--- config.mk ---
export PLATFORM = sky130hd
export DESIGN_NAME = pst_port_sequence_timers
export DESIGN_NICKNAME = d
export VERILOG_FILES = /design/src/verilog/pst_port_sequence_timers.v
export VERILOG_INCLUDE_DIRS = /design/src /design/src/verilog
export SDC_FILE = /design/constraint.sdc
export NUM_CORES = 1
export LEC_CHECK = 0
export CAP_MARGIN = 15
export CORE_MARGIN = 2
export CORE_UTILIZATION = 45
export DETAILED_ROUTE_END_ITERATION = 8
export DONT_BUFFER_PORTS = 1
export SKIP_CTS_REPAIR_TIMING = 1
export SLEW_MARGIN = 0
export SYNTH_ARGS = -nofsm -noshare
export SYNTH_HDL_FRONTEND = slang
export SYNTH_SLANG_ARGS = --single-unit
--- constraint.sdc ---
create_clock -name sys_clk_i -period 3.05 [get_ports sys_clk_i]
set_input_delay 0.61 -clock sys_clk_i [delete_from_list [all_inputs] [get_ports sys_clk_i]]
set_output_delay 0.61 -clock sys_clk_i [all_outputs]
set_load 0.02 [all_outputs]
--- src/verilog/pst_defines.vh ---
// constants for the four-port power sequencing timers
//
// Function
// - enable held low at least 120 us forces a whole-device hardware reset.
// - after switch turn-on, allow current limit for a 60 ms startup window.
// - after startup, allow overcurrent for the fault window, then shut off.
// - wait 80 ms for port voltage to reset before every detection attempt.
// - in injector mode, wait at least 2 s between detection attempts.
// - after overcurrent shutdown, non-injector mode, wait 0.96 s to repower.
// - in automatic mode, space any two port power-ups by 0.5 s.
// - fault window set per port by a four-bit setting, default 60 ms.
// - power-good flag set only after output held above threshold 4 ms.
`ifndef PST_DEFINES_VH
`define PST_DEFINES_VH

// ----------------------------------------------------------------
// clock and time base
// ----------------------------------------------------------------
`define PST_CLK_KHZ        25000
`define PST_MS_PER_TICK    1
`define PST_CYC_PER_MS     (`PST_CLK_KHZ * `PST_MS_PER_TICK)
`define PST_HWRST_US       120
`define PST_HWRST_CYC      ((`PST_HWRST_US * `PST_CLK_KHZ + 999) / 1000)

// ----------------------------------------------------------------
// timings in milliseconds
// ----------------------------------------------------------------
`define PST_DET_RESET_MS   80
`define PST_CLASS_MS       19
`define PST_STARTUP_MS     60
`define PST_INJ_GAP_MS     2000
`define PST_RESTART_MS     960
`define PST_SPACING_MS     500
`define PST_PG_FILTER_MS   4
`define PST_FAULT_STEP_MS  4

// ----------------------------------------------------------------
// register map and fields
// ----------------------------------------------------------------
`define PST_REG_FAULT_TIME 8'h00
`define PST_REG_MODE       8'h04
`define PST_REG_PORT_EN    8'h08
`define PST_REG_STATUS     8'h0C
`define PST_MODE_AUTO_BIT  0
`define PST_MODE_INJ_BIT   1
`define PST_FAULT_TIME_RST 16'hFFFF
`define PST_MODE_RST       2'h1
`define PST_PORT_EN_RST    4'h0

`endif

--- src/verilog/pst_port_sequence_timers.v ---
// four-port detection, classification, power-up and fault sequencing timers
//
// Added by the designer: the register offsets and the address-and-strobe port.
`timescale 1ns/1ns
`include "pst_defines.vh"

module pst_port_sequence_timers #(
	parameter CYC_PER_MS = `PST_CYC_PER_MS,
	parameter HWRST_CYC  = `PST_HWRST_CYC
) (
	input  wire        sys_clk_i,
	input  wire        rst_i,
	input  wire        en_i,
	input  wire [7:0]  reg_addr_i,
	input  wire [31:0] reg_wdata_i,
	input  wire        reg_wr_i,
	input  wire        reg_rd_i,
	output reg  [31:0] reg_rdata_o,
	input  wire [3:0]  det_done_i,
	input  wire [3:0]  det_valid_i,
	input  wire [3:0]  current_limit_i,
	input  wire [3:0]  overcurrent_i,
	input  wire [3:0]  vout_above_i,
	output reg         hw_reset_o,
	output reg  [3:0]  detect_on_o,
	output reg  [3:0]  class_on_o,
	output reg  [3:0]  gate_on_o,
	output reg  [3:0]  port_power_good_flag_o,
	output reg  [3:0]  fault_o
);

// ----------------------------------------------------------------
// port states
// ----------------------------------------------------------------
localparam [7:0] S_IDLE = 8'h01;
localparam [7:0] S_DRST = 8'h02;
localparam [7:0] S_DET  = 8'h04;
localparam [7:0] S_CLS  = 8'h08;
localparam [7:0] S_SEQ  = 8'h10;
localparam [7:0] S_STRT = 8'h20;
localparam [7:0] S_ON   = 8'h40;
localparam [7:0] S_WAIT = 8'h80;

// fault window in ms; a zero setting still gives one step
function [10:0] fault_ms;
	input [3:0] setting;
	begin
		if (setting == 4'h0)
			fault_ms = 11'h004;
		else
			fault_ms = {5'h00, setting, 2'h0};
	end
endfunction

// delay before a new detection attempt from the wait state
function [10:0] wait_ms;
	input inj;
	input fault;
	begin
		if (inj)
			wait_ms = 11'd`PST_INJ_GAP_MS;
		else if (fault)
			wait_ms = 11'd`PST_RESTART_MS;
		else
			wait_ms = 11'h000;
	end
endfunction

// ----------------------------------------------------------------
// enable-pin hardware reset
// ----------------------------------------------------------------
reg  [11:0] en_low_cnt_r;
reg         hw_rst_r;
wire        rst_all = rst_i | hw_rst_r;

always @(posedge sys_clk_i) begin
	if (rst_i) begin
		en_low_cnt_r <= 12'h000;
		hw_rst_r     <= 1'b0;
		hw_reset_o   <= 1'b0;
	end else if (en_i) begin
		en_low_cnt_r <= 12'h000;
		hw_rst_r     <= 1'b0;
		hw_reset_o   <= 1'b0;
	end else if (en_low_cnt_r >= HWRST_CYC[11:0] - 12'h001) begin
		hw_rst_r     <= 1'b1;
		hw_reset_o   <= 1'b1;
	end else begin
		en_low_cnt_r <= en_low_cnt_r + 12'h001;
	end
end

// ----------------------------------------------------------------
// millisecond tick
// ----------------------------------------------------------------
reg [15:0] pre_cnt_r;
reg        ms_tick_r;

always @(posedge sys_clk_i) begin
	if (rst_all) begin
		pre_cnt_r <= 16'h0000;
		ms_tick_r <= 1'b0;
	end else if (pre_cnt_r == CYC_PER_MS[15:0] - 16'h0001) begin
		pre_cnt_r <= 16'h0000;
		ms_tick_r <= 1'b1;
	end else begin
		pre_cnt_r <= pre_cnt_r + 16'h0001;
		ms_tick_r <= 1'b0;
	end
end

// ----------------------------------------------------------------
// registers
// ----------------------------------------------------------------
reg [15:0] fault_time_setting_r;
reg [1:0]  mode_r;
reg [3:0]  port_en_r;
wire       auto_mode = mode_r[`PST_MODE_AUTO_BIT];
wire       inj_mode  = mode_r[`PST_MODE_INJ_BIT];

always @(posedge sys_clk_i) begin
	if (rst_all) begin
		fault_time_setting_r <= `PST_FAULT_TIME_RST;
		mode_r               <= `PST_MODE_RST;
		port_en_r            <= `PST_PORT_EN_RST;
		reg_rdata_o          <= 32'h0000_0000;
	end else begin
		if (reg_wr_i) begin
			case (reg_addr_i)
			`PST_REG_FAULT_TIME: fault_time_setting_r <= reg_wdata_i[15:0];
			`PST_REG_MODE:       mode_r <= reg_wdata_i[1:0];
			`PST_REG_PORT_EN:    port_en_r <= reg_wdata_i[3:0];
			default:             ;
			endcase
		end
		if (reg_rd_i) begin
			case (reg_addr_i)
			`PST_REG_FAULT_TIME:
				reg_rdata_o <= {16'h0000, fault_time_setting_r};
			`PST_REG_MODE:       reg_rdata_o <= {30'h0, mode_r};
			`PST_REG_PORT_EN:    reg_rdata_o <= {28'h0, port_en_r};
			`PST_REG_STATUS:
				reg_rdata_o <= {20'h0, fault_o, port_power_good_flag_o,
					gate_on_o};
			default:             reg_rdata_o <= 32'h0000_0000;
			endcase
		end else begin
			reg_rdata_o <= 32'h0000_0000;
		end
	end
end

// ----------------------------------------------------------------
// shared power-up spacing
// ----------------------------------------------------------------
reg [7:0]  st_r    [0:3];
reg [10:0] tmr_r   [0:3];
reg [10:0] oc_ms_r [0:3];
reg [2:0]  pg_ms_r [0:3];
reg [9:0]  spacing_r;
reg [3:0]  grant;
reg        taken;
integer    g;

// lowest waiting port wins; manual mode never holds a port back
always @* begin
	grant = 4'h0;
	taken = 1'b0;
	for (g = 0; g < 4; g = g + 1) begin
		if (st_r[g] == S_SEQ && !taken &&
			(!auto_mode || spacing_r == 10'h000)) begin
			grant[g] = 1'b1;
			taken    = auto_mode;
		end
	end
end

always @(posedge sys_clk_i) begin
	if (rst_all)
		spacing_r <= 10'h000;
	else if (auto_mode && grant != 4'h0)
		spacing_r <= 10'd`PST_SPACING_MS;
	else if (ms_tick_r && spacing_r != 10'h000)
		spacing_r <= spacing_r - 10'h001;
end

// ----------------------------------------------------------------
// per-port sequencers
// ----------------------------------------------------------------
integer p;

always @(posedge sys_clk_i) begin
	for (p = 0; p < 4; p = p + 1) begin
		if (rst_all) begin
			st_r[p]                   <= S_IDLE;
			tmr_r[p]                  <= 11'h000;
			oc_ms_r[p]                <= 11'h000;
			pg_ms_r[p]                <= 3'h0;
			detect_on_o[p]            <= 1'b0;
			class_on_o[p]             <= 1'b0;
			gate_on_o[p]              <= 1'b0;
			port_power_good_flag_o[p] <= 1'b0;
			fault_o[p]                <= 1'b0;
		end else begin
			if (ms_tick_r && tmr_r[p] != 11'h000)
				tmr_r[p] <= tmr_r[p] - 11'h001;
			case (st_r[p])
			S_IDLE: begin
				if (auto_mode || port_en_r[p]) begin
					st_r[p]  <= S_DRST;
					tmr_r[p] <= 11'd`PST_DET_RESET_MS;
				end
			end
			S_DRST: begin
				if (tmr_r[p] == 11'h000) begin
					st_r[p]        <= S_DET;
					detect_on_o[p] <= 1'b1;
				end
			end
			S_DET: begin
				if (det_done_i[p]) begin
					detect_on_o[p] <= 1'b0;
					if (det_valid_i[p]) begin
						st_r[p]       <= S_CLS;
						class_on_o[p] <= 1'b1;
						tmr_r[p]      <= 11'd`PST_CLASS_MS;
					end else begin
						st_r[p]  <= S_WAIT;
						tmr_r[p] <= wait_ms(inj_mode, 1'b0);
					end
				end
			end
			S_CLS: begin
				if (tmr_r[p] == 11'h000) begin
					class_on_o[p] <= 1'b0;
					st_r[p]       <= S_SEQ;
				end
			end
			S_SEQ: begin
				if (grant[p]) begin
					st_r[p]      <= S_STRT;
					gate_on_o[p] <= 1'b1;
					fault_o[p]   <= 1'b0;
					tmr_r[p]     <= 11'd`PST_STARTUP_MS;
				end
			end
			S_STRT: begin
				if (tmr_r[p] == 11'h000) begin
					// still limiting after startup is a fault
					if (current_limit_i[p]) begin
						st_r[p]      <= S_WAIT;
						gate_on_o[p] <= 1'b0;
						fault_o[p]   <= 1'b1;
						tmr_r[p]     <= wait_ms(inj_mode, 1'b1);
					end else begin
						st_r[p]    <= S_ON;
						oc_ms_r[p] <= 11'h000;
					end
				end
			end
			S_ON: begin
				if (!overcurrent_i[p])
					oc_ms_r[p] <= 11'h000;
				else if (ms_tick_r)
					oc_ms_r[p] <= oc_ms_r[p] + 11'h001;
				if (overcurrent_i[p] && oc_ms_r[p] >=
					fault_ms(fault_time_setting_r[4*p +: 4])) begin
					st_r[p]      <= S_WAIT;
					gate_on_o[p] <= 1'b0;
					fault_o[p]   <= 1'b1;
					tmr_r[p]     <= wait_ms(inj_mode, 1'b1);
				end else if (!auto_mode && !port_en_r[p]) begin
					st_r[p]      <= S_IDLE;
					gate_on_o[p] <= 1'b0;
				end
			end
			S_WAIT: begin
				if (tmr_r[p] == 11'h000)
					st_r[p] <= S_IDLE;
			end
			default: st_r[p] <= S_IDLE;
			endcase
			// power good after 4 ms above threshold
			if (!gate_on_o[p] || !vout_above_i[p]) begin
				pg_ms_r[p]                <= 3'h0;
				port_power_good_flag_o[p] <= 1'b0;
			end else if (pg_ms_r[p] == 3'd`PST_PG_FILTER_MS) begin
				port_power_good_flag_o[p] <= 1'b1;
			end else if (ms_tick_r) begin
				pg_ms_r[p] <= pg_ms_r[p] + 3'h1;
			end
		end
	end
end

endmodule

[Yosys cells after proc, flatten, opt, wreduce, memory -nomap -nowiden]
Memories as Yosys holds them, arrays and structs flattened.
Cells that the tools add are included.
Operators by class
  add/sub/neg operators: 15
  order comparisons: 5
  eq/ne operators: 76
  multiplexer cells: 512
  bitwise logic cells: 98
  reductions and logical operators: 106
Operator list (count)
  $mux 11: 94
  $mux 8: 48
  $mux 1: 339
  $or 1x1->1: 97
  $ne 2x2->1 const B: 32
  $pmux 16 s4: 1
  $eq 8x4->1 const B: 6
  $add 11x1->11 const B: 4
  $ge 11x11->1: 4
  $logic_not 11->1: 4
  $reduce_bool 11->1: 4
  $sub 11x1->11 const B: 4
  $eq 8x3->1 const B: 5
  $reduce_and 5->1: 8
  $eq 8x1->1 const B: 4
  $eq 8x2->1 const B: 4
  $eq 8x5->1 const B: 4
  $eq 8x6->1 const B: 4
  $eq 8x7->1 const B: 4
  $eq 8x8->1 const B: 4
  $reduce_or 8->1: 4
  $mux 3: 8
  $mux 6: 4
  $pmux 1 s3: 8
  other kinds (25): 114
Storage, ports and cells
  register bits after elaboration: 114
  bits in writable memories: 132
  input port bits: 65
  output and inout bits: 53
  memories kept: 4
Memories
  oc_ms_r: words 4, bits a word 11, rd ports 4, clocked after memory_dff 0, wr ports 4, line pst_port_sequence_timers.v:158  | reg [10:0] oc_ms_r [0:3];
  tmr_r: words 4, bits a word 11, rd ports 4, clocked after memory_dff 0, wr ports 4, line pst_port_sequence_timers.v:157  | reg [10:0] tmr_r [0:3];
  st_r: words 4, bits a word 8, rd ports 4, clocked after memory_dff 0, wr ports 4, line pst_port_sequence_timers.v:156  | reg [7:0] st_r [0:3];
  pg_ms_r: words 4, bits a word 3, rd ports 4, clocked after memory_dff 0, wr ports 4, line pst_port_sequence_timers.v:159  | reg [2:0] pg_ms_r [0:3];

[Longest topological paths before layout]
Gate-level depths: netlist of run 1.
  depth after elaboration: 27
  depth in mapped cells: 10
  mapped depth without buffers: 9

[Worst setup path after synthesis of run 1]
Ideal clock, no wire load.
  kind: register -> register
  start: reg fault_time_setting_r[3]
  end: mem st_r[0][0] (enable)
  arrival time: 2.840 ns
  required time: 2.646 ns
  path slack: -0.194 ns
  cell stages (with the launch flop): 10
  buffers on the path: 0
  clock period less this slack: 3.244 ns
  path through: dfxtp_1 inv_1 a31o_2 ha_1 and3_1 o311a_1 or2_2 nand2_1 nand2_1 o311ai_0
RTL lines
  start, declared: line pst_port_sequence_timers.v:115  | reg [15:0] fault_time_setting_r;
  start signal, assigned: line pst_port_sequence_timers.v:123  | fault_time_setting_r <= `PST_FAULT_TIME_RST;
  start signal, assigned: line pst_port_sequence_timers.v:130  | `PST_REG_FAULT_TIME: fault_time_setting_r <= reg_wdata_i[15:0];
  end, declared: line pst_port_sequence_timers.v:156

==> results.cfg, run 1 <==
[clock_tree]
cts_buffers = 27
clk_pin_slew_worst_paths_ns = 0.06
cts-root-buf = clkbuf_16
cts_tree = yes
cts_buffer_depth = 3
cts.htree.levels = 1
clock_latency_ns = 0.55
cts.sinks = 230

[min_path]
hold_path_depth = 2
holdPathEnd = fault_time_setting_r[12]
min_from = reg_wdata_i[12]
holdCritPathClass = input port to register

[global_routing]
antenna_found_initial = 0
grt_pass1_wl_mm = 52.82
grt_overflow_total = 0
grt_max_degree = 50
grt_pass1_vias = 10070
globalRouteTotalUtil_pct = 21.32

[floorplan]
die_w_um = 173.2
die_y_um = 173.2
start_util_pct = 45.99
pin_count = 118
die_area_um2 = 30000
num_rows = 61
core_um2 = 28010

[synthesis]
synth_edf_count = 132
synth_top_cell_area_share_pct = 30.77
seq_area_frac_synth_pct = 46.00
syn_area_per_cell_um2 = 9.215
ys_top_cells_by_area = edfxtp_1 (31%), dfxtp_1 (15%), nor2_1 (5.6%)
ys.warnings.count = 0
ys.flop_type = edfxtp_1
yosysUniqueCellTypes = 86
syn_area_um2 = 12880
netlist_instances = 1398
ys_async_sr_fraction_pct = 0
yosysTopAreaCell = edfxtp_1
ys_seq_elements = 230

[detailed_routing]
drt_pre_antenna_iters = 5
drt-initial-drc-count = 872
wirelength_mm = 32.37
wl_per_cell_um = 17.28
drtAntennaViolNets = 0
drc = 0
vias = 10510
vias_per_cell = 5.613

[sta]
fin_crit_ns = 2.968
finalMaxSlewViolations = 0
fin_crit_sh_pct = 97.32
tns_ns = 0
tightestPinTransition_ns = 0.6146
fmax_mhz = 336.9
rsz0062_at_grt = no
fin_skew_ns = 0.01624
slew_headroom_pct = 58.85
setup_viol = 0
hold_viol_final = 0
finalHoldWorstSlack_ns = 0.1824

[setup_path]
end_kind = register
worst_ep_required_time_ns = 3.32
r2r.worst_path.cells = 5
r2r_end = st_r[3][4]
reg2reg_slack_ns = 0.08
r2r_start = oc_ms_r[3][8]
critical_path_peak_fanout = 8
path_class = register to register
start_kind = register
arrival_ns = 3.24

[layout]
area_growth_pct = 15.03
stdcell_area_um2 = 14820
multiInputGateArea_um2 = 6469
fin_util_pct = 52.91
drive_above_1_share_pct = 12.24
fillCellCount = 2539
final_nets = 1580
regArea_um2 = 5926
antenna_cells = 0

[placed_design]
placed_cell_area_um2 = 13850
gp_congestion = 0.9373
port_buffers = 0
dp_hpwl_mm = 23.77

[power_and_ir_drop]
power_density_nw_per_um2 = 694.2
leakage_nw = 5.788
total_power_w = 0.01029
power.switching_w = 0.003217
power_frac_clock_pct = 32.6
combPwrFrac_pct = 26.4
p_seq_share_pct = 41.1
intPower_w = 0.007071
p_sw_share_pct = 31.27
irDropWorstVdd_mv = 0.4275

[run]
drv_cap = 0

[run_status]
status = finished, final reports clean
==> cells by family after synthesis <==
group	count (synthesis)	synth area share (%)
compound gates	236	12.20
xor+xnor	105	7.139
fa+ha+maj	41	3.963
buf+inv	131	4.565
flops	230	46.00
mux	13	1.136
other cells	1	0.02911
simple gates	641	24.97
==> metrics by stage <==
step	std cells	setup slack, ns
after floorplan	1413	0.07489
after global placement	1824	-0.009211
after detailed placement	1824	-0.04893
after CTS	1873	-0.06614
after global routing	1873	0.01263
final	1873	0.08172
==> worst max-delay path, stage by stage, from the launching register on <==
cell,delay [ns]
edfxtp_1,0.39
or4_1,0.54
or4_1,0.43
o211a_1,0.25
a2111o_1,0.45
or4_4,0.63
==> cell usage after synthesis, types with 5 or more instances <==
| library cell | n |
|---|---|
| a211oi_1 | 6 |
| xor2_1 | 68 |
| nand2_1 | 124 |
| buf_2 | 5 |
| dfxtp_1 | 98 |
| ha_1 | 40 |
| nor3b_1 | 7 |
| o31ai_1 | 6 |
| and3_1 | 37 |
| and2_1 | 9 |
| o211ai_1 | 17 |
| xnor2_1 | 37 |
| a21boi_0 | 5 |
| clkbuf_1 | 33 |
| nand2b_1 | 19 |
| a22oi_1 | 9 |
| nor4_1 | 30 |
| a21o_1 | 5 |
| or3_1 | 12 |
| buf_1 | 7 |
| nand4b_1 | 9 |
| o21ai_0 | 57 |
| nor2b_1 | 11 |
| inv_1 | 65 |
| a21oi_1 | 58 |
| or2_2 | 13 |
| or4_1 | 14 |
| o21a_1 | 10 |
| a31o_2 | 6 |
| edfxtp_1 | 132 |
| buf_4 | 16 |
| nand3_1 | 73 |
| nor2_1 | 193 |
| and4b_1 | 5 |
| nor3_1 | 46 |
| nand4_1 | 14 |
| mux2i_1 | 9 |
| a31oi_1 | 7 |
==> routing by layer <==
metal / global-route usage (%) / wire, um / vias to the layer above
met4: 7.274 / 986 / 0
met3: 3.628 / 1862 / 67
met2: 34.35 / 14540 / 297
met1: 29.07 / 14980 / 4965
li1: - / - / 5184
met5: 0 / 0 / -
==> layout make-up <==
cell class                      instances  share of cell area [%]
Multi-Input combinational cell       1052                   43.65
Sequential cell                       230                   39.99
Clock buffer                           39                   5.353
Timing Repair Buffer                   97                   5.167
Tap cell                              378                   3.191
Inverter                               67                   1.731
Clock inverter                         10                  0.9203
==> placed cells by master, fill, tap and decap left out, types with 40 or more instances in the layout <==
cell type	count
nand2_1	123
a21oi_1	57
ha_1	40
nand3_1	73
nor3_1	46
xor2_1	68
dfxtp_1	98
edfxtp_1	132
inv_1	65
o21ai_0	56
buf_4	94
nor2_1	192
==> power by group through the flow <==
stage | sequential (W) | combinational, W | clock (W)
floorplan | 0.00421 | 0.00182 | 0
global placement | 0.00427 | 0.00263 | 0
detailed placement | 0.00428 | 0.00266 | 0
CTS | 0.00422 | 0.00268 | 0.00343
global route | 0.00428 | 0.00302 | 0.00353
finish | 0.00422 | 0.00271 | 0.00335
==> registers in the layout, summed over array words and instances, names as in the netlist, 10 cells and up <==
signal / cells
st_r: 32
spacing_r: 10
pg_ms_r: 12
en_low_cnt_r: 12
fault_time_setting_r: 16
oc_ms_r: 44
pre_cnt_r: 16
tmr_r: 44
reg_rdata_o: 16
==> how the worst max path moves through the flow <==
stage                  startpoint       endpoint  slack (ns)  cells after the start
floorplan             tmr_r[1][0]  oc_ms_r[1][0]        0.07                      5
finish              oc_ms_r[3][8]     st_r[3][4]        0.08                      5
CTS                 oc_ms_r[3][8]     st_r[3][2]       -0.07                      5
global route        oc_ms_r[3][7]     st_r[3][2]        0.01                      5
detailed placement  oc_ms_r[3][8]     st_r[3][5]       -0.05                      5
global placement    oc_ms_r[3][7]     st_r[3][0]      -0.009                      5
No activity file was read; power rests on OpenSTA's default activity.
==> run 2, diff against run 1 <==
--- a/config.mk
+++ b/config.mk
@@ -6,8 +6,8 @@
 export SDC_FILE = /design/constraint.sdc
 export NUM_CORES = 1
 export LEC_CHECK = 0
+export ABC_AREA = 1
 export CAP_MARGIN = 15
-export CORE_MARGIN = 2
 export CORE_UTILIZATION = 45
 export DETAILED_ROUTE_END_ITERATION = 8
 export DONT_BUFFER_PORTS = 1
==> constraint.sdc (replaced) <==
create_clock -name sys_clk_i -period 3.05 [get_ports sys_clk_i]
set_input_delay 0.61 -clock sys_clk_i [delete_from_list [all_inputs] [get_ports sys_clk_i]]
set_output_delay 0.61 -clock sys_clk_i [all_outputs]
set_load 0.005 [all_outputs]
==> run 2 against run 1 <==
Worst hold slack improved by 0.027 ns. Clock skew decreased by 0.0078 ns. Area after synthesis is 6.2% higher. Cell count up 15%. Critical path type unchanged. Highest routed layer unchanged.
==> results.cfg, run 2 <==
[synthesis]
seq_area_frac_synth_pct = 43.33
ys_seq_elements = 230
synth_edf_count = 132
ys_async_sr_fraction_pct = 0
ys.flop_type = edfxtp_1
yosysTopAreaCell = edfxtp_1
yosysUniqueCellTypes = 66
synth_common_cells = nand2_1 (314), inv_1 (255), nor2_1 (205)
ys_top_cells_by_area = edfxtp_1 (29%), dfxtp_1 (14%), nand2_1 (8.6%)
post-synth-top-count-cell = nand2_1
ys.warnings.count = 0
netlist_instances = 1726
syn_area_um2 = 13680
synth_top_cell_area_share_pct = 28.98
syn_area_per_cell_um2 = 7.924

[global_routing]
busiest_layer = met2
met3_usage_pct = 3.596
grt_max_degree = 58
globalRouteTotalUtil_pct = 20.63
use_met1_pct = 26.37
grt_pass1_vias = 10620
use_met2_pct = 35.48
antenna_found_initial = 0
grt_pass1_wl_mm = 51.97
grt_overflow_total = 0

[setup_path]
worst_ep_required_time_ns = 3.21
critical_path_peak_fanout = 8
end_kind = register
path_class = register to register
start_kind = register
startpoint = fault_time_setting_r[9]
arrival_ns = 2.77
r2r_start = fault_time_setting_r[9]

[layout]
largestRegisters = oc_ms_r x44, tmr_r x44, st_r x32
layout_commonest_cell = nand2_1
drive_above_1_share_pct = 11.39
fin_util_pct = 50.44
instances_no_fill = 2154
area_growth_pct = 9.880
antenna_cells = 0
layout_common_cells = nand2_1 (314), inv_1 (255), nor2_1 (204), edfxtp_1 (132), a21oi_1 (99)
final_nets = 1849

[placed_design]
dp_hpwl_mm = 24.21
placed_cells = 2105
port_buffers = 0
gp_congestion = 0.8725
dp_slack_ns = 0.4027

[sta]
rsz0062_at_grt = no
hold_viol_final = 0
finalMaxSlewViolations = 0
tightestPinTransition_ns = 0.6244
fmax_mhz = 383.0
finalWorstSetupSlack_ns = 0.4388
fin_skew_ns = 0.008459
setup_viol = 0
tns_ns = 0
fin_crit_ns = 2.611
slew_headroom_pct = 58.22
finalHoldWorstSlack_ns = 0.2098
fin_crit_sh_pct = 85.61

[floorplan]
die_area_um2 = 31090
num_rows = 63
core_um2 = 29800
die_y_um = 176.3
die_w_um = 176.3
start_util_pct = 45.90
pin_count = 118

[min_path]
holdCritPathClass = input port to register
min_from = reg_wdata_i[3]

[clock_tree]
clk_pin_slew_worst_paths_ns = 0.06
cts_tree = yes
cts.htree.levels = 1
cts-root-buf = clkbuf_16
cts_buffers = 27
clock_latency_ns = 0.53
cts.sinks = 230
cts_buffer_depth = 3

[detailed_routing]
drtAntennaViolNets = 0
vias = 11250
wl_per_cell_um = 14.86
drc = 0
drt_pre_antenna_iters = 5
drt-initial-drc-count = 774
vias_per_cell = 5.223
wirelength_mm = 32.01

[run]
drv_cap = 0

[power_and_ir_drop]
irDropWorstVdd_mv = 0.4533
leakage_nw = 6.573
power_density_nw_per_um2 = 606.3

[run_status]
status = finished, final reports clean
==> run 2: kinds of logic after synthesis <==
logic type | count (synthesis) | share of synthesized area [%]
fa+ha+maj | 40 | 3.659
other cells | 1 | 0.02742
buf+inv | 330 | 10.03
simple gates | 850 | 30.33
xor+xnor | 37 | 2.369
compound gates | 238 | 10.26
flops | 230 | 43.33
==> run 2: through the flow <==
| step | cell area, um^2 | total power, W |
|---|---|---|
| 2_1_floorplan | 13730 | 0.005426 |
| 3_3_place_gp | 14070 | 0.005778 |
| 3_5_place_dp | 14070 | 0.005819 |
| 4_1_cts | 15030 | 0.009206 |
| 5_1_grt | 15030 | 0.009586 |
| 6_report | 15030 | 0.009111 |
==> run 2: critical path: stages (launching register included) <==
cell and delay, ns:
dfxtp_1 0.32, o31ai_1 0.33, ha_1 0.29, and3_1 0.17
nand3_1 0.07, nand3_1 0.18, nand2_1 0.17, nand2_4 0.09
inv_2 0.12, nand3_1 0.08, nor2_1 0.10, nand3_1 0.31
==> run 2: worst paths after layout <==
check                                          endpoint  slack, ns  cells after the start
worst max-delay path                         st_r[2][0]       0.44                     11
worst max register to register               st_r[2][0]       0.44                     11
worst min-delay path            fault_time_setting_r[3]       0.21                      2
worst min register to register             pre_cnt_r[0]       0.44                      1
==> run 2: cell type report <==
class / count / area (um^2)
Clock buffer: 43 / 922.1
Inverter: 290 / 1105
Timing Repair Buffer: 14 / 117.6
Multi-Input combinational cell: 1181 / 6439
Clock inverter: 6 / 31.28
Tap cell: 390 / 488.0
Sequential cell: 230 / 5926
Fill cell: 2887 / 14770
==> run 2: where the power goes <==
| group | internal [W] | total, W | leakage, nW | switching, W |
|---|---|---|---|---|
| clock network | 0.00206 | 0.00334 | 0.473 | 0.00128 |
| registers | 0.00372 | 0.00403 | 2.21 | 0.000308 |
| logic | 0.000576 | 0.00174 | 3.89 | 0.00117 |
==> run 2: routing by layer <==
layer  vias to the layer above  part of all wire [%]
li1                       5739                     -
met1                      5219                    45
met2                       245                    47
met3                        47                   5.0
met4                         0                   2.6
met5                         -                     0
==> run 3, diff against run 2 <==
--- a/config.mk
+++ b/config.mk
@@ -11,6 +11,7 @@
 export CORE_UTILIZATION = 45
 export DETAILED_ROUTE_END_ITERATION = 8
 export DONT_BUFFER_PORTS = 1
+export RECOVER_POWER = 25
 export SKIP_CTS_REPAIR_TIMING = 1
 export SLEW_MARGIN = 0
 export SYNTH_ARGS = -nofsm -noshare
==> run 3 against run 2 <==
Worst hold slack better by 0.00051 ns. Flip-flop and latch count unchanged. Critical path type unchanged. Setup slack worse by 0.084 ns. Global-route usage unchanged. Clock skew about the same. First-iteration DRC count down 3.1%. Core utilization down 0.23 points. Clock power about the same. Fmax down 3.1%. Highest routed layer unchanged.
==> results.cfg, run 3 (synthesized netlist as in run 2, its figures left out) <==
[power_and_ir_drop]
power.switching_w = 0.002729
intPower_w = 0.006354
irDropWorstVdd_mv = 0.4538
power_frac_clock_pct = 36.8
power_density_nw_per_um2 = 607.2
leakage_nw = 6.554
p_seq_share_pct = 44.3
combPwrFrac_pct = 18.9
p_sw_share_pct = 30.05

[global_routing]
grt_pass1_vias = 10620
grt_max_degree = 58
grt_overflow_total = 0
antenna_found_initial = 0
globalRouteTotalUtil_pct = 20.63
grt_pass1_wl_mm = 51.97

[detailed_routing]
wirelength_mm = 32.02
vias_per_cell = 5.203
drt-initial-drc-count = 750
wl_per_cell_um = 14.86
drtAntennaViolNets = 0
drt_pre_antenna_iters = 5
drc = 0
vias = 11210

[setup_path]
worst_ep_required_time_ns = 3.24
arrival_ns = 2.89
worst_path_max_delay_cell = nor3_1
path_class = register to register
crit_family = simple AND/OR/NAND/NOR gates
start_kind = register
critPathBufInv = 1
crit_path_max_incr_delay_ns = 0.40
critical_path_peak_fanout = 8
end_kind = register
path_cells = inv_1, ha_1, nand4_1, nor3_1, nand3_1, o21ai_4, nor2_1, nand2_1, nor2_1, nand2_1

[floorplan]
die_area_um2 = 31090
start_util_pct = 45.90
die_w_um = 176.3
num_rows = 63
die_y_um = 176.3
pin_count = 118
core_um2 = 29800

[sta]
fin_crit_sh_pct = 88.36
rsz0062_at_grt = no
tightestPinTransition_ns = 1.225
tns_ns = 0
fin_crit_ns = 2.695
fmax_mhz = 371.1
finalWorstSetupSlack_ns = 0.3550
setup_viol = 0
finalMaxSlewViolations = 0
slew_headroom_pct = 18.33
fin_skew_ns = 0.008402
hold_viol_final = 0

[clock_tree]
cts_buffers = 27
cts.sinks = 230
clk_pin_slew_worst_paths_ns = 0.06
cts_tree = yes
cts.htree.levels = 1
cts_buffer_depth = 3
cts-root-buf = clkbuf_16
clock_latency_ns = 0.53

[placed_design]
port_buffers = 0
gp_congestion = 0.8725
dp_hpwl_mm = 24.21
dp_slack_ns = 0.4027

[layout]
largestRegisters = oc_ms_r x44, tmr_r x44, st_r x32
layout_common_cells = nand2_1 (317), inv_1 (257), nor2_1 (209), edfxtp_1 (132), a21oi_1 (99)
area_growth_pct = 9.377
fillCellCount = 2898
final_nets = 1849
layout_commonest_cell = nand2_1
drive_above_1_share_pct = 10.60
fin_util_pct = 50.21
antenna_cells = 0

[min_path]
holdCritPathClass = input port to register

[run_status]
status = finished, final reports clean

[run]
drv_cap = 0
-- run 3: cell types whose count changed in the layout (fill, tap and decap cells not counted), moves of 2 or more --
cell | before | now
inv_2 | 28 | 26
inv_1 | 255 | 257
nand2_4 | 9 | 7
nand2_1 | 314 | 317
nor2_1 | 204 | 209
nor2_4 | 18 | 16
nor2_2 | 28 | 25
-- run 3: final cells by class --
class,count,area [um^2],area share (%)
clock buffer,43,922.1,6.164
clock inverter,6,31.28,0.2091
inverter,290,1105,7.385
multi-input combinational,1181,6374,42.61
sequential,230,5926,39.61
tap,390,488.0,3.262
timing repair buffer,14,113.9,0.7611
-- run 3: final timing paths --
path | cells past startpoint | start | end | slack, ns
max | 10 | tmr_r[1][0] | st_r[1][5] | 0.36
min | 2 | reg_wdata_i[3] | fault_time_setting_r[3] | 0.21
max reg2reg | 10 | tmr_r[1][0] | st_r[1][5] | 0.36
min reg2reg | 1 | pre_cnt_r[0] | pre_cnt_r[0] | 0.44
-- run 3: power by group through the flow --
stage                     clock [W]  sequential (W)  combinational, W
final                       0.00334         0.00403           0.00171
after global routing        0.00354         0.00408           0.00194
after CTS                   0.00343         0.00403           0.00174
after detailed placement          0         0.00409           0.00173
after global placement            0         0.00408           0.00170
after floorplan                   0         0.00401           0.00142
-- run 3: per-stage QoR --
stage,total power [W],instance area (um^2),hold WS (ns),std cells
after CTS,0.009206,15030,0.1927,2154
after global routing,0.009552,14960,0.2019,2154
final,0.009083,14960,0.2103,2154
after floorplan,0.005426,13730,0.4175,1741
after detailed placement,0.005819,14070,0.4348,2105
after global placement,0.005778,14070,0.4293,2105
-- run 3: routing by layer --
layer / track usage [%] / vias to the layer above / routed length, um
met1: 26.37 / 5204 / 14680
met2: 35.48 / 218 / 15000
li1: - / 5740 / -
met3: 3.596 / 45 / 1518
met5: 0 / - / 0
met4: 6.142 / 0 / 816
-- run 3: worst register-to-register path: stages (launching register included) --
cell and delay, ns:
edfxtp_1 0.36, inv_1 0.11, ha_1 0.24, nand4_1 0.17, nor3_1 0.40, nand3_1 0.27
o21ai_4 0.31, nor2_1 0.08, nand2_1 0.10, nor2_1 0.05, nand2_1 0.27
